==> src/sgh_pkg.sv <==
// Constants shared by the sound generator host port and dividers.
// Assumes one 40 MHz clock; all bus pins arrive asynchronously.
// How it works
// Reset pin low clears all sixteen registers; noise shift register loads seed 1.
// All generator timing comes from clk.
// Codes 000,010,101: bus idle, high impedance.
// Codes 001,100,111: latch register address.
// Code 011: drive addressed register onto bus.
// Code 110: store bus into addressed register.
// Host may use four codes, control_hi high.
// Sixteen registers, all writable; input-mode port registers read the pins.
// Ten-bit address; mismatch floats the bus.
// Extra address inputs must present 01.
// Upper bus nibble matches chip code, default 0000.
// Low address nibble latched only on match.
// Latched address holds until next latch.
// Port register access leaves sound untouched.
// Tone: clock over 16, then 12-bit period.
// Tone periods from coarse/fine register pairs.
// Noise: clock over 16, then 5-bit period.
// Each channel level is a 4-bit amplitude.
// Registers 14,15 hold port A/B data.
// Enable register: port direction and mixing.
// Fine gives low eight, coarse low four.
// Tone toggles when period counter reaches period.
package sgh_pkg;

    ////////////////////////////////////////////////////////////////
    // Bus function codes {direction, control_hi, control_lo}
    localparam logic [2:0] CODE_IDLE = 3'h0;
    localparam logic [2:0] CODE_ADDR_FROM_DATA = 3'h1;
    localparam logic [2:0] CODE_INT_ADDR_BUS = 3'h2;
    localparam logic [2:0] CODE_READ = 3'h3;
    localparam logic [2:0] CODE_BUS_ADDR = 3'h4;
    localparam logic [2:0] CODE_WRITE_PLAIN = 3'h5;
    localparam logic [2:0] CODE_WRITE_STROBE = 3'h6;
    localparam logic [2:0] CODE_IRQ_ACK = 3'h7;

    ////////////////////////////////////////////////////////////////
    // Register offsets
    localparam logic [3:0] TONE_A_FINE = 4'h0;
    localparam logic [3:0] TONE_A_COARSE = 4'h1;
    localparam logic [3:0] TONE_B_FINE = 4'h2;
    localparam logic [3:0] TONE_B_COARSE = 4'h3;
    localparam logic [3:0] TONE_C_FINE = 4'h4;
    localparam logic [3:0] TONE_C_COARSE = 4'h5;
    localparam logic [3:0] NOISE_PERIOD = 4'h6;
    localparam logic [3:0] ENABLE_REG = 4'h7;
    localparam logic [3:0] AMP_A_REG = 4'h8;
    localparam logic [3:0] AMP_B_REG = 4'h9;
    localparam logic [3:0] AMP_C_REG = 4'ha;
    localparam logic [3:0] PORT_A_DATA = 4'he;
    localparam logic [3:0] PORT_B_DATA = 4'hf;

    ////////////////////////////////////////////////////////////////
    // Field positions, reset values, counts
    localparam int EN_PORT_A_OUT = 6;
    localparam int EN_PORT_B_OUT = 7;
    localparam int EN_NOISE_LSB = 3;
    localparam logic [7:0] REG_RESET = 8'h00;
    localparam logic [1:0] EXTRA_ADDR_MATCH = 2'h1;
    localparam logic [3:0] CHIP_CODE_DEFAULT = 4'h0;
    localparam int PRESCALE_DIV = 16;
    localparam logic [16:0] LFSR_SEED = 17'h00001;

endpackage : sgh_pkg

==> src/sgh_sync.sv <==
// Three-stage pin synchroniser with agreement filter.
// Assumes inputs asynchronous to clk.
`timescale 1ns/1ps
module sgh_sync
    import sgh_pkg::*;
#(
    parameter int WIDTH = 8,
    parameter logic [WIDTH-1:0] RESET_VAL = '0
)
(
    input wire logic clk,
    input wire logic srst,
    input wire logic [WIDTH-1:0] pinIn,
    output logic [WIDTH-1:0] filtered
);

    // Synchroniser stages; stage one feeds stage two only
    logic [WIDTH-1:0] stage1;
    logic [WIDTH-1:0] stage2;
    logic [WIDTH-1:0] stage3;

    ////////////////////////////////////////////////////////////////
    // Shift chain
    always_ff @(posedge clk)
    begin
        if (srst)
        begin
            stage1 <= RESET_VAL;
            stage2 <= RESET_VAL;
            stage3 <= RESET_VAL;
        end
        else
        begin
            stage1 <= pinIn;
            stage2 <= stage1;
            stage3 <= stage2;
        end
    end

    // Accept a bit once stages two and three agree
    always_ff @(posedge clk)
    begin
        if (srst)
            filtered <= RESET_VAL;
        else
            filtered <= (filtered & (stage2 ^ stage3)) | (stage3 & ~(stage2 ^ stage3));
    end

endmodule : sgh_sync

==> src/sgh_divider.sv <==
// Programmable period divider producing a square wave.
// Assumes a one-cycle tick at clk/16 from the prescaler.
`timescale 1ns/1ps
module sgh_divider
    import sgh_pkg::*;
#(
    parameter int WIDTH = 12
)
(
    input wire logic clk,
    input wire logic srst,
    input wire logic tick,
    input wire logic [WIDTH-1:0] period,
    output logic wave,
    output logic pulse
);

    // Period counter
    logic [WIDTH-1:0] count;
    // Zero period behaves as one
    logic reached;

    assign reached = ({1'b0, count} + {{WIDTH{1'b0}}, 1'b1}) >= {1'b0, period};

    ////////////////////////////////////////////////////////////////
    // Count ticks, toggle on reaching period
    always_ff @(posedge clk)
    begin
        if (srst)
        begin
            count <= '0;
            wave <= 1'b0;
            pulse <= 1'b0;
        end
        else
        begin
            pulse <= 1'b0;
            if (tick)
            begin
                if (reached)
                begin
                    count <= '0;
                    wave <= ~wave;
                    pulse <= 1'b1;
                end
                else
                    count <= count + 1'b1;
            end
        end
    end

endmodule : sgh_divider

==> src/sgh_top.sv <==
// Host bus front end, register array, tone and noise dividers.
// Assumes all pins asynchronous; bus pins are three signals each.
`timescale 1ns/1ps
module sgh_top
    import sgh_pkg::*;
#(
    parameter logic [3:0] CHIP_CODE = CHIP_CODE_DEFAULT,
    parameter int TONE_W = 12,
    parameter int NOISE_W = 5
)
(
    input wire logic clk,
    input wire logic srst,
    input wire logic resetN,
    input wire logic busDirection,
    input wire logic busControlHi,
    input wire logic busControlLo,
    input wire logic extraAddrLo,
    input wire logic extraAddrHiN,
    input wire logic [7:0] muxBusIn,
    output logic [7:0] muxBusOut,
    output logic [7:0] muxBusOe,
    input wire logic [7:0] portAIn,
    output logic [7:0] portAOut,
    output logic [7:0] portAOe,
    input wire logic [7:0] portBIn,
    output logic [7:0] portBOut,
    output logic [7:0] portBOe,
    output logic [2:0] toneWave,
    output logic noiseBit,
    output logic [2:0] chanMix,
    output logic [3:0] ampA,
    output logic [3:0] ampB,
    output logic [3:0] ampC
);

    ////////////////////////////////////////////////////////////////
    // Declarations
    // Filtered bus pins
    logic [13:0] busPins;
    logic [2:0] busCode;
    logic [7:0] busData;
    logic addrLo;
    logic addrHiN;
    logic chipResetN;
    // Filtered port pins
    logic [15:0] portPins;
    // Register array
    logic [7:0] regFile [16];
    // Latched register index and chip select
    logic [3:0] regAddr;
    logic chipSel;
    // Decoded bus functions
    logic isLatch;
    logic isRead;
    logic isWrite;
    logic addrMatch;
    // Combined register clear
    logic clearAll;
    // Data for a read
    logic [7:0] readData;
    // Prescaler
    logic [3:0] prescale;
    logic tick;
    // Divider outputs
    logic [2:0] toneRaw;
    logic noisePulse;
    // Noise shift register
    logic [16:0] lfsr;

    ////////////////////////////////////////////////////////////////
    // Functions
    // Fine gives low eight, coarse low four
    function automatic logic [11:0] tonePeriod(input logic [7:0] coarse, input logic [7:0] fine);
        tonePeriod = {coarse[3:0], fine};
    endfunction : tonePeriod

    // Latch codes
    function automatic logic latchCode(input logic [2:0] code);
        latchCode = (code == CODE_ADDR_FROM_DATA) || (code == CODE_BUS_ADDR) || (code == CODE_IRQ_ACK);
    endfunction : latchCode

    ////////////////////////////////////////////////////////////////
    // Pin synchronisers
    // Bus control, extra address, reset and data lines
    sgh_sync #(.WIDTH(14), .RESET_VAL(14'h2000)) u_busSync (
        .clk(clk),
        .srst(srst),
        .pinIn({resetN, extraAddrHiN, extraAddrLo, busDirection, busControlHi, busControlLo, muxBusIn}),
        .filtered(busPins)
    );

    // Port pins, only read back
    sgh_sync #(.WIDTH(16), .RESET_VAL(16'hffff)) u_portSync (
        .clk(clk),
        .srst(srst),
        .pinIn({portBIn, portAIn}),
        .filtered(portPins)
    );

    assign chipResetN = busPins[13];
    assign addrHiN = busPins[12];
    assign addrLo = busPins[11];
    // Function code {direction, control_hi, control_lo}
    assign busCode = busPins[10:8];
    assign busData = busPins[7:0];

    ////////////////////////////////////////////////////////////////
    // Bus function decode
    // Host with control_hi tied high uses four codes only
    assign isLatch = latchCode(busCode);
    assign isRead = busCode == CODE_READ;
    assign isWrite = busCode == CODE_WRITE_STROBE;
    // Ten-bit address match
    assign addrMatch = ({addrHiN, addrLo} == EXTRA_ADDR_MATCH)
        && (busData[7:4] == CHIP_CODE);
    // Reset pin low or system reset
    assign clearAll = srst || !chipResetN;

    ////////////////////////////////////////////////////////////////
    // Address latch and chip select
    always_ff @(posedge clk)
    begin
        if (clearAll)
        begin
            regAddr <= 4'h0;
            chipSel <= 1'b0;
        end
        else if (isLatch)
        begin
            // Low nibble only on a valid match
            if (addrMatch)
                regAddr <= busData[3:0];
            // Mismatch deselects the chip
            chipSel <= addrMatch;
        end
        // Otherwise the index holds
    end

    ////////////////////////////////////////////////////////////////
    // Register array writes
    always_ff @(posedge clk)
    begin
        if (clearAll)
        begin
            for (int i = 0; i < 16; i++)
                regFile[i] <= REG_RESET;
        end
        else if (isWrite && chipSel)
            regFile[regAddr] <= busData;
    end

    ////////////////////////////////////////////////////////////////
    // Read data selection
    always_comb
    begin
        readData = regFile[regAddr];
        // Input-mode ports read the pins
        if (regAddr == PORT_A_DATA && !regFile[ENABLE_REG][EN_PORT_A_OUT])
            readData = portPins[7:0];
        if (regAddr == PORT_B_DATA && !regFile[ENABLE_REG][EN_PORT_B_OUT])
            readData = portPins[15:8];
    end

    ////////////////////////////////////////////////////////////////
    // Bus drivers
    always_ff @(posedge clk)
    begin
        if (clearAll)
        begin
            muxBusOut <= 8'h00;
            muxBusOe <= 8'h00;
        end
        else if (isRead && chipSel)
        begin
            // Drive addressed register
            muxBusOut <= readData;
            muxBusOe <= 8'hff;
        end
        else
        begin
            // Idle, latch, write or deselect float
            muxBusOut <= 8'h00;
            muxBusOe <= 8'h00;
        end
    end

    ////////////////////////////////////////////////////////////////
    // Parallel port drivers, independent of sound
    always_ff @(posedge clk)
    begin
        if (clearAll)
        begin
            portAOut <= 8'h00;
            portAOe <= 8'h00;
            portBOut <= 8'h00;
            portBOe <= 8'h00;
        end
        else
        begin
            portAOut <= regFile[PORT_A_DATA];
            portAOe <= {8{regFile[ENABLE_REG][EN_PORT_A_OUT]}};
            portBOut <= regFile[PORT_B_DATA];
            portBOe <= {8{regFile[ENABLE_REG][EN_PORT_B_OUT]}};
        end
    end

    ////////////////////////////////////////////////////////////////
    // Clock over sixteen prescaler
    always_ff @(posedge clk)
    begin
        if (clearAll)
            prescale <= 4'h0;
        else
            prescale <= prescale + 4'h1;
    end

    assign tick = prescale == 4'(PRESCALE_DIV - 1);

    ////////////////////////////////////////////////////////////////
    // Tone dividers, one per channel
    sgh_divider #(.WIDTH(TONE_W)) u_toneA (
        .clk(clk),
        .srst(clearAll),
        .tick(tick),
        .period(tonePeriod(regFile[TONE_A_COARSE], regFile[TONE_A_FINE])),
        .wave(toneRaw[0]),
        .pulse()
    );

    sgh_divider #(.WIDTH(TONE_W)) u_toneB (
        .clk(clk),
        .srst(clearAll),
        .tick(tick),
        .period(tonePeriod(regFile[TONE_B_COARSE], regFile[TONE_B_FINE])),
        .wave(toneRaw[1]),
        .pulse()
    );

    sgh_divider #(.WIDTH(TONE_W)) u_toneC (
        .clk(clk),
        .srst(clearAll),
        .tick(tick),
        .period(tonePeriod(regFile[TONE_C_COARSE], regFile[TONE_C_FINE])),
        .wave(toneRaw[2]),
        .pulse()
    );

    ////////////////////////////////////////////////////////////////
    // Noise divider and shift register
    sgh_divider #(.WIDTH(NOISE_W)) u_noise (
        .clk(clk),
        .srst(clearAll),
        .tick(tick),
        .period(regFile[NOISE_PERIOD][NOISE_W-1:0]),
        .wave(),
        .pulse(noisePulse)
    );

    // Shift once per noise period
    always_ff @(posedge clk)
    begin
        if (clearAll)
            lfsr <= LFSR_SEED;
        else if (noisePulse)
            lfsr <= {lfsr[0] ^ lfsr[3], lfsr[16:1]};
    end

    ////////////////////////////////////////////////////////////////
    // Outputs: tones, noise, mix, levels
    always_ff @(posedge clk)
    begin
        if (clearAll)
        begin
            toneWave <= 3'h0;
            noiseBit <= 1'b0;
            chanMix <= 3'h0;
            ampA <= 4'h0;
            ampB <= 4'h0;
            ampC <= 4'h0;
        end
        else
        begin
            toneWave <= toneRaw;
            noiseBit <= lfsr[0];
            // Enable bit low lets a source through
            for (int c = 0; c < 3; c++)
                chanMix[c] <= (toneRaw[c] | regFile[ENABLE_REG][c])
                    & (lfsr[0] | regFile[ENABLE_REG][EN_NOISE_LSB + c]);
            ampA <= regFile[AMP_A_REG][3:0];
            ampB <= regFile[AMP_B_REG][3:0];
            ampC <= regFile[AMP_C_REG][3:0];
        end
    end
endmodule : sgh_top

==> config.mk <==
export PLATFORM = sky130hd
export DESIGN_NAME = sgh_top
export DESIGN_NICKNAME = d
export VERILOG_FILES = /design/src/sgh_pkg.sv /design/src/sgh_sync.sv /design/src/sgh_divider.sv /design/src/sgh_top.sv
export SDC_FILE = /design/constraint.sdc
export NUM_CORES = 1
export LEC_CHECK = 0
export BUFFER_PORTS_ARGS = -buffer_cell sky130_fd_sc_hd__buf_2
export CAP_MARGIN = 25
export CELL_PAD_IN_SITES_DETAIL_PLACEMENT = 1
export CELL_PAD_IN_SITES_GLOBAL_PLACEMENT = 1
export CORE_MARGIN = 2
export CORE_UTILIZATION = 40
export CTS_CLUSTER_SIZE = 24
export DETAILED_ROUTE_END_ITERATION = 7
export PLACE_DENSITY_LB_ADDON = 0.12
export SLEW_MARGIN = 25
export SYNTH_ARGS = -nofsm -noshare
export SYNTH_HDL_FRONTEND = slang
export SYNTH_SLANG_ARGS = --single-unit
==> constraint.sdc <==
create_clock -name clk -period 5.3 [get_ports clk]
set_input_delay 0.53 -clock clk [delete_from_list [all_inputs] [get_ports clk]]
set_output_delay 0.53 -clock clk [all_outputs]
set_load 0.01 [all_outputs]
==> metrics.cfg, run 1 <==
[setup_path]
rrSetupSlack_ns=2.03
worstPathMaxFanout=12
worstSetupEndpoint=u_toneA.count[1]
max_stage_delay_ns=0.42
crit_arrival_ns=3.74
r2r_start=u_toneA.count[0]
required_ns=5.77
worst-setup-path-type=register to register
reg2reg_to=u_toneA.count[1]
start_kind=register
crit_chain=ha_1 -> and3_1 -> nand3_1 -> xnor2_1 -> ha_1 -> a21o_1 -> a21o_1 -> a21o_1 -> o31ai_1 -> nand2_1 -> a21oi_1
cpMostUsedCell=a21o_1
critPathCaptureType=register
cp_slowest_cell=dfxtp_1
rr_worst_depth=11
startpoint=u_toneA.count[0]

[routing]
first_pass_iters=4
viasPerCell=4.98
drc_errors=0
vias=9781
wl_mm=36.2
drtIter0Drc=356
final_antenna_net_count=0
post_drt_wl_per_cell_um=18.4

[global_route]
track_usage=0.187
grt_antenna_before_repair=0
overflow=0
grt_pass1_wl_mm=56.4
grt_pass1_vias=9835
grt_max_degree=123

[yosys]
synth.avg_cell_area_um2=11.4
seq_area_frac_synth=0.564
synth_cell_types=58
synth.net_count=1431
ys_warn_count=0
synth_cells=1353
synthesis.area_mm2=0.0154
async_flop_share=0
synthFlopType=dfxtp_1
synth_edf_count=128
ys_seq_elements=369

[floorplan]
io_pins=99
die_h_um=200
start_util=0.407
die_area_mm2=0.0400
core_area_mm2=0.0378
die_width_um=200
floorplan.rows=71

[place]
placed_cell_area_mm2=0.0161
globalplace.congestion=0.877
dpl.hpwl_mm=25.3
numPortBuffers=98
place_ws_ns=1.51

[sta]
holdWs_ns=0.154
setup_viol=0
clock.fmax_mhz=305
timing.setup.tns_ns=0
period_share=0.618
tightest_slew_ns=0.951
setup_ws_ns=2.03
skew_ns=0.0113
maxSlewHeadroom=0.359
finalMaxSlewViolations=0
hold_viol=0
rsz0062_at_grt=false
finalCriticalPeriod_ns=3.27

[layout]
fin_area_mm2=0.0176
nFillCells=4030
final_nets=1498
drive_gt1_frac=0.195
final_util=0.465
diodes=0
syn2layout_area_growth_pct=14.2

[power_and_ir_drop]
ir_worst_vdd_mv=0.259
powerDensity_mw_per_mm2=349
intPower_mw=4.84
seqPwrFrac=0.497
swShare=0.210
power_frac_comb=0.027
power.share.clock=0.476
leakage_nw=6.84
p_switching_mw=1.29

[cts]
cts-buffers-inserted=42
cts.sinks=369
cts_tree=yes
clockBufferDepth=3
root_buffer=clkbuf_16
clk_latency_ns=0.56
clk_pin_slew_worst_paths_ns=0.06
cts_hold_buf=0
htreeDepth=2
cts_resized=0
post_cts_buffers=0

[min_path]
hold_class=input port to register

[run]
maxCapViolations=0

[outcome]
status=finished, final reports clean

[placed cells by master, fill, tap and decap left out, drive strengths merged, types with 2 or more instances in the layout]
cell,synthesis,final
dfxtp,241,241
and2,165,165
edfxtp,128,128
nor2,116,116
buf,43,107
nand2,67,67
clkbuf,41,58
a21oi,55,55
or2,52,52
ha,46,46
inv,44,46
nor2b,44,44
xnor2,40,40
mux4,40,40
o21ai,33,33
nand3,31,31
xor2,29,29
mux2i,22,22
o21bai,18,18
nor3,18,18
nand4,13,13
clkinv,0,13
a21o,9,9
nand2b,8,8
a22oi,7,7
a211oi,6,6
and3,5,5
a31oi,4,4
and4,3,3
o22ai,3,3
bufinv,0,3
or4,3,3
or3,2,2
a311oi,2,2
o31ai,2,2
[critical path, delay by kind of cell (launching register included)]
family                   cells  cell delay, ns
AO/OA/AOI/OAI                5            1.17
XOR/XNOR                     1            0.19
adder cells (fa/ha/maj)      2            0.56
flip-flops                   1            0.42
AND/OR/NAND/NOR              3            0.85
[layout make-up]
class	instances	area (um2)	area share
multi-input cells	856	6110	0.348
well taps	511	639	0.0364
repair buffers	107	562	0.0320
clock inverters	19	178	0.0101
inverters	44	165	0.00941
flip-flops and latches	369	8670	0.494
clock buffers	58	1230	0.0699
[how the worst min path moves through the flow]
stage | from | endpoint | slack, ns | depth (start not counted)
after global routing | portBIn[4] | u_portSync.stage1[12] | 0.13 | 2
after global placement | u_portSync.stage1[9] | u_portSync.stage2[9] | 0.39 | 1
final | portBIn[7] | u_portSync.stage1[15] | 0.15 | 2
after CTS | portBIn[7] | u_portSync.stage1[15] | 0.13 | 2
after floorplan | u_busSync.stage1[13] | u_busSync.stage2[13] | 0.39 | 1
after detailed placement | u_busSync.stage1[13] | u_busSync.stage2[13] | 0.39 | 1
[routing by layer]
| layer | track usage | wire length (um) | up-vias | part of all wire |
|---|---|---|---|---|
| li1 | - | - | 4734 | - |
| met1 | 0.253 | 16800 | 4857 | 0.46 |
| met2 | 0.304 | 17100 | 140 | 0.47 |
| met3 | 0.0291 | 1250 | 50 | 0.035 |
| met4 | 0.0672 | 1000 | 0 | 0.028 |
| met5 | 0 | 0 | - | 0 |
[synthesized netlist by cell type (4+ instances only)]
library cell	count	share of area
buf_1	8	0.0020
o21ai_0	33	0.011
clkbuf_1	40	0.0098
nor2b_1	44	0.018
edfxtp_1	128	0.25
dfxtp_1	241	0.31
buf_2	11	0.0036
a211oi_1	6	0.0029
xor2_1	29	0.017
buf_4	21	0.010
inv_1	43	0.011
a21oi_1	55	0.018
and3_1	5	0.0020
mux2i_1	22	0.014
a22oi_1	7	0.0034
or2_2	51	0.021
mux4_2	40	0.059
xnor2_1	40	0.023
nand3_1	31	0.010
nand2b_1	8	0.0033
nor3_2	4	0.0026
a21o_1	9	0.0044
nor3_1	12	0.0039
nor2_1	110	0.027
ha_1	46	0.037
a31oi_1	4	0.0016
nand2_1	67	0.016
and2_1	165	0.067
nand4_1	13	0.0053
o21bai_1	18	0.0088
[registers in the layout, summed over array words and instances (netlist names), 14 cells and up, named ones only]
signal	flops
lfsr	17
regFile	128
u_busSync.stage1	14
u_busSync.stage2	14
u_busSync.stage3	14
u_portSync.stage1	16
u_portSync.stage2	16
u_portSync.stage3	16
[power by group through the flow]
stage / logic (mW) / clock network [mW] / registers (mW)
floorplan: 0.108 / 0 / 3.09
global placement: 0.163 / 0 / 3.10
detailed placement: 0.168 / 0 / 3.10
CTS: 0.169 / 2.99 / 3.04
global route: 0.184 / 3.11 / 3.05
finish: 0.165 / 2.92 / 3.04
[kinds of logic after synthesis]
family,count (synthesis),synth area share
AO/OA/AOI/OAI,146,0.0571
buffers and inverters,128,0.0388
adder cells (fa/ha/maj),47,0.0381
multiplexers,63,0.0737
XOR/XNOR,69,0.0393
flip-flops,369,0.564
AND/OR/NAND/NOR,531,0.189
[through the flow]
step	std cells	power (mW)
after global placement	1886	3.27
after CTS	1964	6.20
after global routing	1964	6.34
final	1964	6.12
after detailed placement	1887	3.27
after floorplan	1353	3.19
Note: power is estimated with default switching activity, not from simulation.
==> run 2: changes to the inputs <==
ABC_AREA = 1   (was default)
clock period = 3.3 ns   (was 5.3 ns; I/O delays follow)
==> metrics.cfg, run 2 <==
[routing]
wl_met2_mm=20.4  ; +19%
met1_length_mm=18.4  ; +9.4%
vias=12100  ; +23%
final_antenna_net_count=0  ; unchanged
post_drt_wl_per_cell_um=16.6  ; -9.9%
drc_errors=0  ; unchanged
wl_met3_mm=1.43  ; +14%
drtIter0Drc=560  ; +57%
wl_mm=41.2  ; +14%
first_pass_iters=4  ; unchanged
top_layer_used=met4
viasPerCell=4.87  ; -2.3%

[global_route]
overflow=0  ; unchanged
track_usage=0.203  ; +0.0164
grt_antenna_before_repair=0  ; unchanged
grt_max_degree=108  ; -12%
grt_pass1_vias=12500  ; +27%
grt_pass1_wl_mm=65.9  ; +17%

[yosys]
synth_xor_area_frac=0.00946  ; -0.0299
synthesis.area_mm2=0.0157  ; +2.4%
synth.most_common_cell=nor2_1
synth_cell_types=39  ; -33%
yosys.area_share.simple=0.223  ; +0.0341
seq_area_frac_synth=0.551  ; -0.0135
ys_warn_count=0  ; unchanged
synth_edf_count=128  ; unchanged
ys_seq_elements=369  ; unchanged
synth.net_count=1918  ; +34%
synth_top_family_by_area=simple AND/OR/NAND/NOR gates
synth_compound_gate_area_share=0.0915  ; +0.0344
synth_cells=1840  ; +36%
synth.avg_cell_area_um2=8.56  ; -25%
synth_area_leaders=dfxtp_1 (31%), edfxtp_1 (24%), nor2_1 (6.9%)
synth_top_area_share=0.306  ; -0.00749
synthAdderAreaFrac=0.0366  ; -0.00154
synthTopCellsByCount=nor2_1 (291), nand2_1 (289), dfxtp_1 (241), inv_1 (241), edfxtp_1 (128)
synth.area.mux_share=0  ; -0.0737
synthFlopType=dfxtp_1
synth_top_area_cell=dfxtp_1
async_flop_share=0  ; unchanged

[cts]
post_cts_buffers=0  ; unchanged
clk_pin_slew_worst_paths_ns=0.06  ; about the same
htreeDepth=2  ; unchanged
clk_latency_ns=0.56  ; about the same
root_buffer=clkbuf_16
cts_tree=yes
cts-buffers-inserted=41  ; -2.4%
clockBufferDepth=3  ; unchanged
cts.sinks=369  ; unchanged

[sta]
finalMaxSlewViolations=0  ; unchanged
tightest_slew_ns=0.922  ; -0.0295 ns
skew_ns=0.0157  ; +0.00439 ns
setup_viol=0  ; unchanged
period_share=0.863  ; +0.245
clock.fmax_mhz=351  ; +15%
hold_viol=0  ; unchanged
maxSlewHeadroom=0.385  ; +0.0257
rsz0062_at_grt=false
timing.setup.tns_ns=0  ; unchanged
finalCriticalPeriod_ns=2.85  ; -0.426 ns
holdWs_ns=0.281  ; +0.128 ns

[layout]
layout_commonest_cell=nor2_1
layout_common_cells=nor2_1 (290), nand2_1 (289), inv_1 (241), dfxtp_1 (239), edfxtp_1 (128)
syn2layout_area_growth_pct=14.9
drive_gt1_frac=0.128  ; -0.0672
diodes=0  ; unchanged
top_regs=regFile (128), lfsr (17)
top_register=regFile
nFillCells=4544  ; +13%
final_nets=2006  ; +34%
largest_register_ffs=128  ; unchanged

[power_and_ir_drop]
power.share.clock=0.456  ; -0.020
p_switching_mw=2.08  ; +62%
powerDensity_mw_per_mm2=527  ; +51%
seqPwrFrac=0.510  ; +0.013
intPower_mw=7.45  ; +54%
leakage_nw=7.62  ; +12%
power_frac_comb=0.034  ; +0.007
swShare=0.219  ; +0.00837
ir_worst_vdd_mv=0.408  ; +57%

[setup_path]
required_ns=3.75  ; -2.02 ns
crit_arrival_ns=3.30  ; -0.44 ns
start_kind=register
critPathCaptureType=register
worst-setup-path-type=register to register
worstPathMaxFanout=10  ; -2

[place]
globalplace.congestion=0.831  ; -5.3%
dpl.hpwl_mm=27.8  ; +10%
numPortBuffers=98  ; unchanged

[floorplan]
die_h_um=202  ; +1.2%
io_pins=99  ; unchanged
die_width_um=202  ; +1.2%
core_area_mm2=0.0387  ; +2.6%
floorplan.rows=72  ; +1.4%
die_area_mm2=0.0410  ; +2.4%
start_util=0.406  ; -0.000629

[min_path]
hold_class=input port to register

[outcome]
status=finished, final reports clean

[run]
maxCapViolations=0  ; unchanged

[run 2: cells by family (layout without fill, tap and decap cells)]
logic type,count (synthesis),count (layout)
compound gates,266,266
simple gates,800,800
fa+ha+maj,46,46
flops,369,369
xor+xnor,17,17
buf+inv,342,461
[run 2: worst max-delay path, stage by stage, from the launching register on]
cell and delay [ns]:
dfxtp_1 0.38, ha_1 0.21, nand2_1 0.08, nor2_1 0.23, nand2_1 0.11, nor2_1 0.12, xor2_1 0.21, inv_1 0.08
ha_1 0.31, nand2_1 0.08, nor2_1 0.11, nand3b_1 0.09, nand2_1 0.07, nand2_1 0.05, nand3_1 0.15, nand2_1 0.23
and3_1 0.24
[run 2: path summary, 6_finish.rpt]
path	to	cells after the start	startpoint	slack, ns
worst max-delay path	u_toneB.count[10]	16	u_toneB.count[0]	0.45
worst min-delay path	register	4	srst	0.28
worst max register to register	u_toneB.count[10]	16	u_toneB.count[0]	0.45
worst min register to register	u_busSync.stage2[6]	2	u_busSync.stage1[6]	0.40
[run 2: power groups by stage]
stage	registers [mW]	logic (mW)	clock network [mW]
6_report	4.86	0.326	4.35
5_1_grt	4.87	0.369	4.64
4_1_cts	4.86	0.332	4.47
3_5_place_dp	4.96	0.303	0
3_3_place_gp	4.95	0.293	0
2_1_floorplan	4.95	0.194	0
[run 2: final cells by class]
cell class,count,area (um2),area share
Multi-Input combinational cell,1129,5680,0.314
Tap cell,518,648,0.0358
Sequential cell,369,8670,0.479
Clock inverter,11,68.8,0.00380
Inverter,249,938,0.0519
Timing Repair Buffer,138,878,0.0486
Clock buffer,63,1200,0.0665
[run 2: layer usage]
metal,global-route usage,vias up
met2,0.361,168
li1,-,6068
met4,0.0639,0
met5,0,-
met1,0.254,5769
met3,0.0293,52
[run 2: timing repair]
item                       in CTS  in global routing
resized for setup               0                  0
setup endpoints to repair       0                  0
hold endpoints to repair       30                  0
hold buffers                   30                  0
[run 2: through the flow]
stage / power (mW) / utilization / instances / setup slack [ns] / instance area [um2]
finish: 9.53 / 0.467 / 2477 / 0.452 / 18100
global route: 9.88 / 0.467 / 2477 / 0.0625 / 18100
CTS: 9.66 / 0.467 / 2477 / 0.397 / 18100
detailed placement: 5.26 / 0.426 / 2373 / 0.401 / 16500
global placement: 5.25 / 0.426 / 2373 / 0.615 / 16500
floorplan: 5.14 / - / 1840 / 0.960 / 15700
==> run 3: changes to the inputs <==
CORE_UTILIZATION = 45   (was 40)
TNS_END_PERCENT = 1   (was default)
==> metrics.cfg, run 3 (synthesis gave the netlist of run 2 again) <==
[power_and_ir_drop]
leakage_nw=7.58  ; -0.53%
finalPower_mw=9.41  ; -1.3%
powerDensity_mw_per_mm2=525  ; -0.47%
ir_worst_vdd_mv=0.402  ; -1.5%

[sta]
finalCriticalPeriod_ns=2.96  ; +0.109 ns
hold_viol=0  ; unchanged
timing.setup.tns_ns=0  ; unchanged
period_share=0.896  ; +0.0332
rsz0062_at_grt=false
maxSlewHeadroom=0.398  ; +0.0127
tightest_slew_ns=0.903  ; -0.0190 ns
skew_ns=0.0121  ; -0.00358 ns
finalMaxSlewViolations=0  ; unchanged
setup_viol=0  ; unchanged
clock.fmax_mhz=338  ; -3.7%

[setup_path]
r2r_start=u_toneB.count[0]
rr_worst_depth=14  ; -2
reg2reg_to=u_toneB.count[4]
start_kind=register
crit_arrival_ns=3.41  ; +0.11 ns
worst-setup-path-type=register to register
rrSetupSlack_ns=0.34  ; -0.11 ns
required_ns=3.75  ; about the same
worstPathMaxFanout=10  ; unchanged
critPathCaptureType=register

[routing]
post_drt_wl_per_cell_um=16.8  ; +0.98%
first_pass_iters=5  ; +1
viasPerCell=5.07  ; +4.1%
drc_errors=0  ; unchanged
wl_mm=40.4  ; -1.9%
vias=12200  ; +1.1%
final_antenna_net_count=0  ; unchanged
drtIter0Drc=532  ; -5.0%

[floorplan]
die_area_mm2=0.0365  ; -11%
core_area_mm2=0.0345  ; -11%
floorplan.rows=68  ; -5.6%
io_pins=99  ; unchanged
die_h_um=191  ; -5.6%
start_util=0.457  ; +0.0505
die_width_um=191  ; -5.6%

[place]
numPortBuffers=98  ; unchanged
globalplace.congestion=0.830  ; about the same
dp.cells=2310  ; -2.7%
dpl.hpwl_mm=27.0  ; -3.2%

[global_route]
met2_usage=0.393  ; +0.0322
grt_pass1_vias=12500  ; -0.32%
overflow=0  ; unchanged
grt_max_degree=108  ; unchanged
met1_usage=0.285  ; +0.0306
grt_pass1_wl_mm=64.7  ; -1.8%
track_usage=0.224  ; +0.0211
gr-max-usage-layer=met2
use_met3=0.0391  ; +0.00976
grt_antenna_before_repair=0  ; unchanged

[cts]
clk_latency_ns=0.56  ; about the same
clk_pin_slew_worst_paths_ns=0.06  ; about the same
cts.sinks=369  ; unchanged
htreeDepth=2  ; unchanged
cts_tree=yes
post_cts_buffers=0  ; unchanged
root_buffer=clkbuf_16
cts_resized=0  ; unchanged
cts-buffers-inserted=40  ; -2.4%
clockBufferDepth=3  ; unchanged

[outcome]
status=finished, final reports clean

[layout]
top_regs=regFile (128), lfsr (17)
finalNonFillerCells=2406  ; -2.9%
layout_commonest_cell=nor2_1
layout_common_cells=nor2_1 (290), nand2_1 (289), inv_1 (241), dfxtp_1 (240), edfxtp_1 (128)
largest_register_ffs=128  ; unchanged
drive_gt1_frac=0.126  ; -0.00204
multi_input_area_mm2=0.00568  ; unchanged
diodes=0  ; unchanged
nFillCells=4086  ; -10%
top_register=regFile
final_nets=2005  ; -0.050%
syn2layout_area_growth_pct=13.9
final_util=0.521  ; +0.0536
seq_area_mm2=0.00867  ; about the same

[min_path]
min_from=srst
whs_path_depth=4  ; unchanged
hold_class=input port to register

[run]
maxCapViolations=0  ; unchanged

## run 3: cell types whose count changed in the layout (fill, tap and decap cells not counted), moves of 2 or more
cell and delta:
clkbuf_16 -3, clkbuf_1 -6, clkinv_2 -2, clkinv_1 +2
## run 3: final cells by class
cell class	instances	area share
clock inverter	14	0.00628
inverter	249	0.0523
tap	455	0.0317
sequential	369	0.483
clock buffer	52	0.0606
timing repair buffer	138	0.0490
multi-input combinational	1129	0.317
## run 3: worst max-delay path by stage
stage | from | to | slack, ns | depth (start not counted)
2_1_floorplan | u_toneC.count[0] | u_toneC.count[1] | 0.96 | 13
3_3_place_gp | u_toneB.count[0] | u_toneB.count[11] | 0.61 | 17
3_5_place_dp | u_toneB.count[0] | u_toneB.count[4] | 0.47 | 16
4_1_cts | u_toneB.count[0] | u_toneB.count[4] | 0.36 | 14
5_1_grt | u_toneB.count[0] | u_toneB.count[5] | 0.03 | 14
6_report | u_toneB.count[0] | u_toneB.count[4] | 0.34 | 14
## run 3: repair_timing
action / in CTS / in global routing
endpoints found under the setup margin: 0 / 0
hold buffers: 30 / 0
endpoints found under the hold margin: 30 / 0
## run 3: metal layers
metal | vias to the layer above | wire length (um)
met2 | 179 | 19900
li1 | 6055 | -
met3 | 64 | 1370
met4 | 0 | 884
met1 | 5897 | 18300
met5 | - | 0
## run 3: worst max-delay path, stage by stage, from the launching register on
cell,delay (ns)
dfxtp_1,0.42
ha_1,0.22
nand2_1,0.08
nor2_1,0.23
nand2_1,0.11
nor2_1,0.13
xor2_1,0.21
inv_1,0.07
ha_1,0.29
nand2_1,0.07
nor3_1,0.25
nand3_1,0.13
nand3_1,0.14
nand2_1,0.25
and3_1,0.25
## run 3: power by group
part	switching, mW	internal (mW)	total, mW
registers	0.0463	4.81	4.86
clock network	1.83	2.39	4.22
logic	0.203	0.120	0.323
## run 3: metrics by stage
stage / setup slack (ns) / instance area [um2] / hold slack [ns]
CTS: 0.362 / 17900 / 0.260
detailed placement: 0.468 / 16400 / 0.395
finish: 0.342 / 17900 / 0.271
global placement: 0.609 / 16400 / 0.391
global route: 0.0256 / 17900 / 0.319
floorplan: 0.960 / 15700 / 0.388
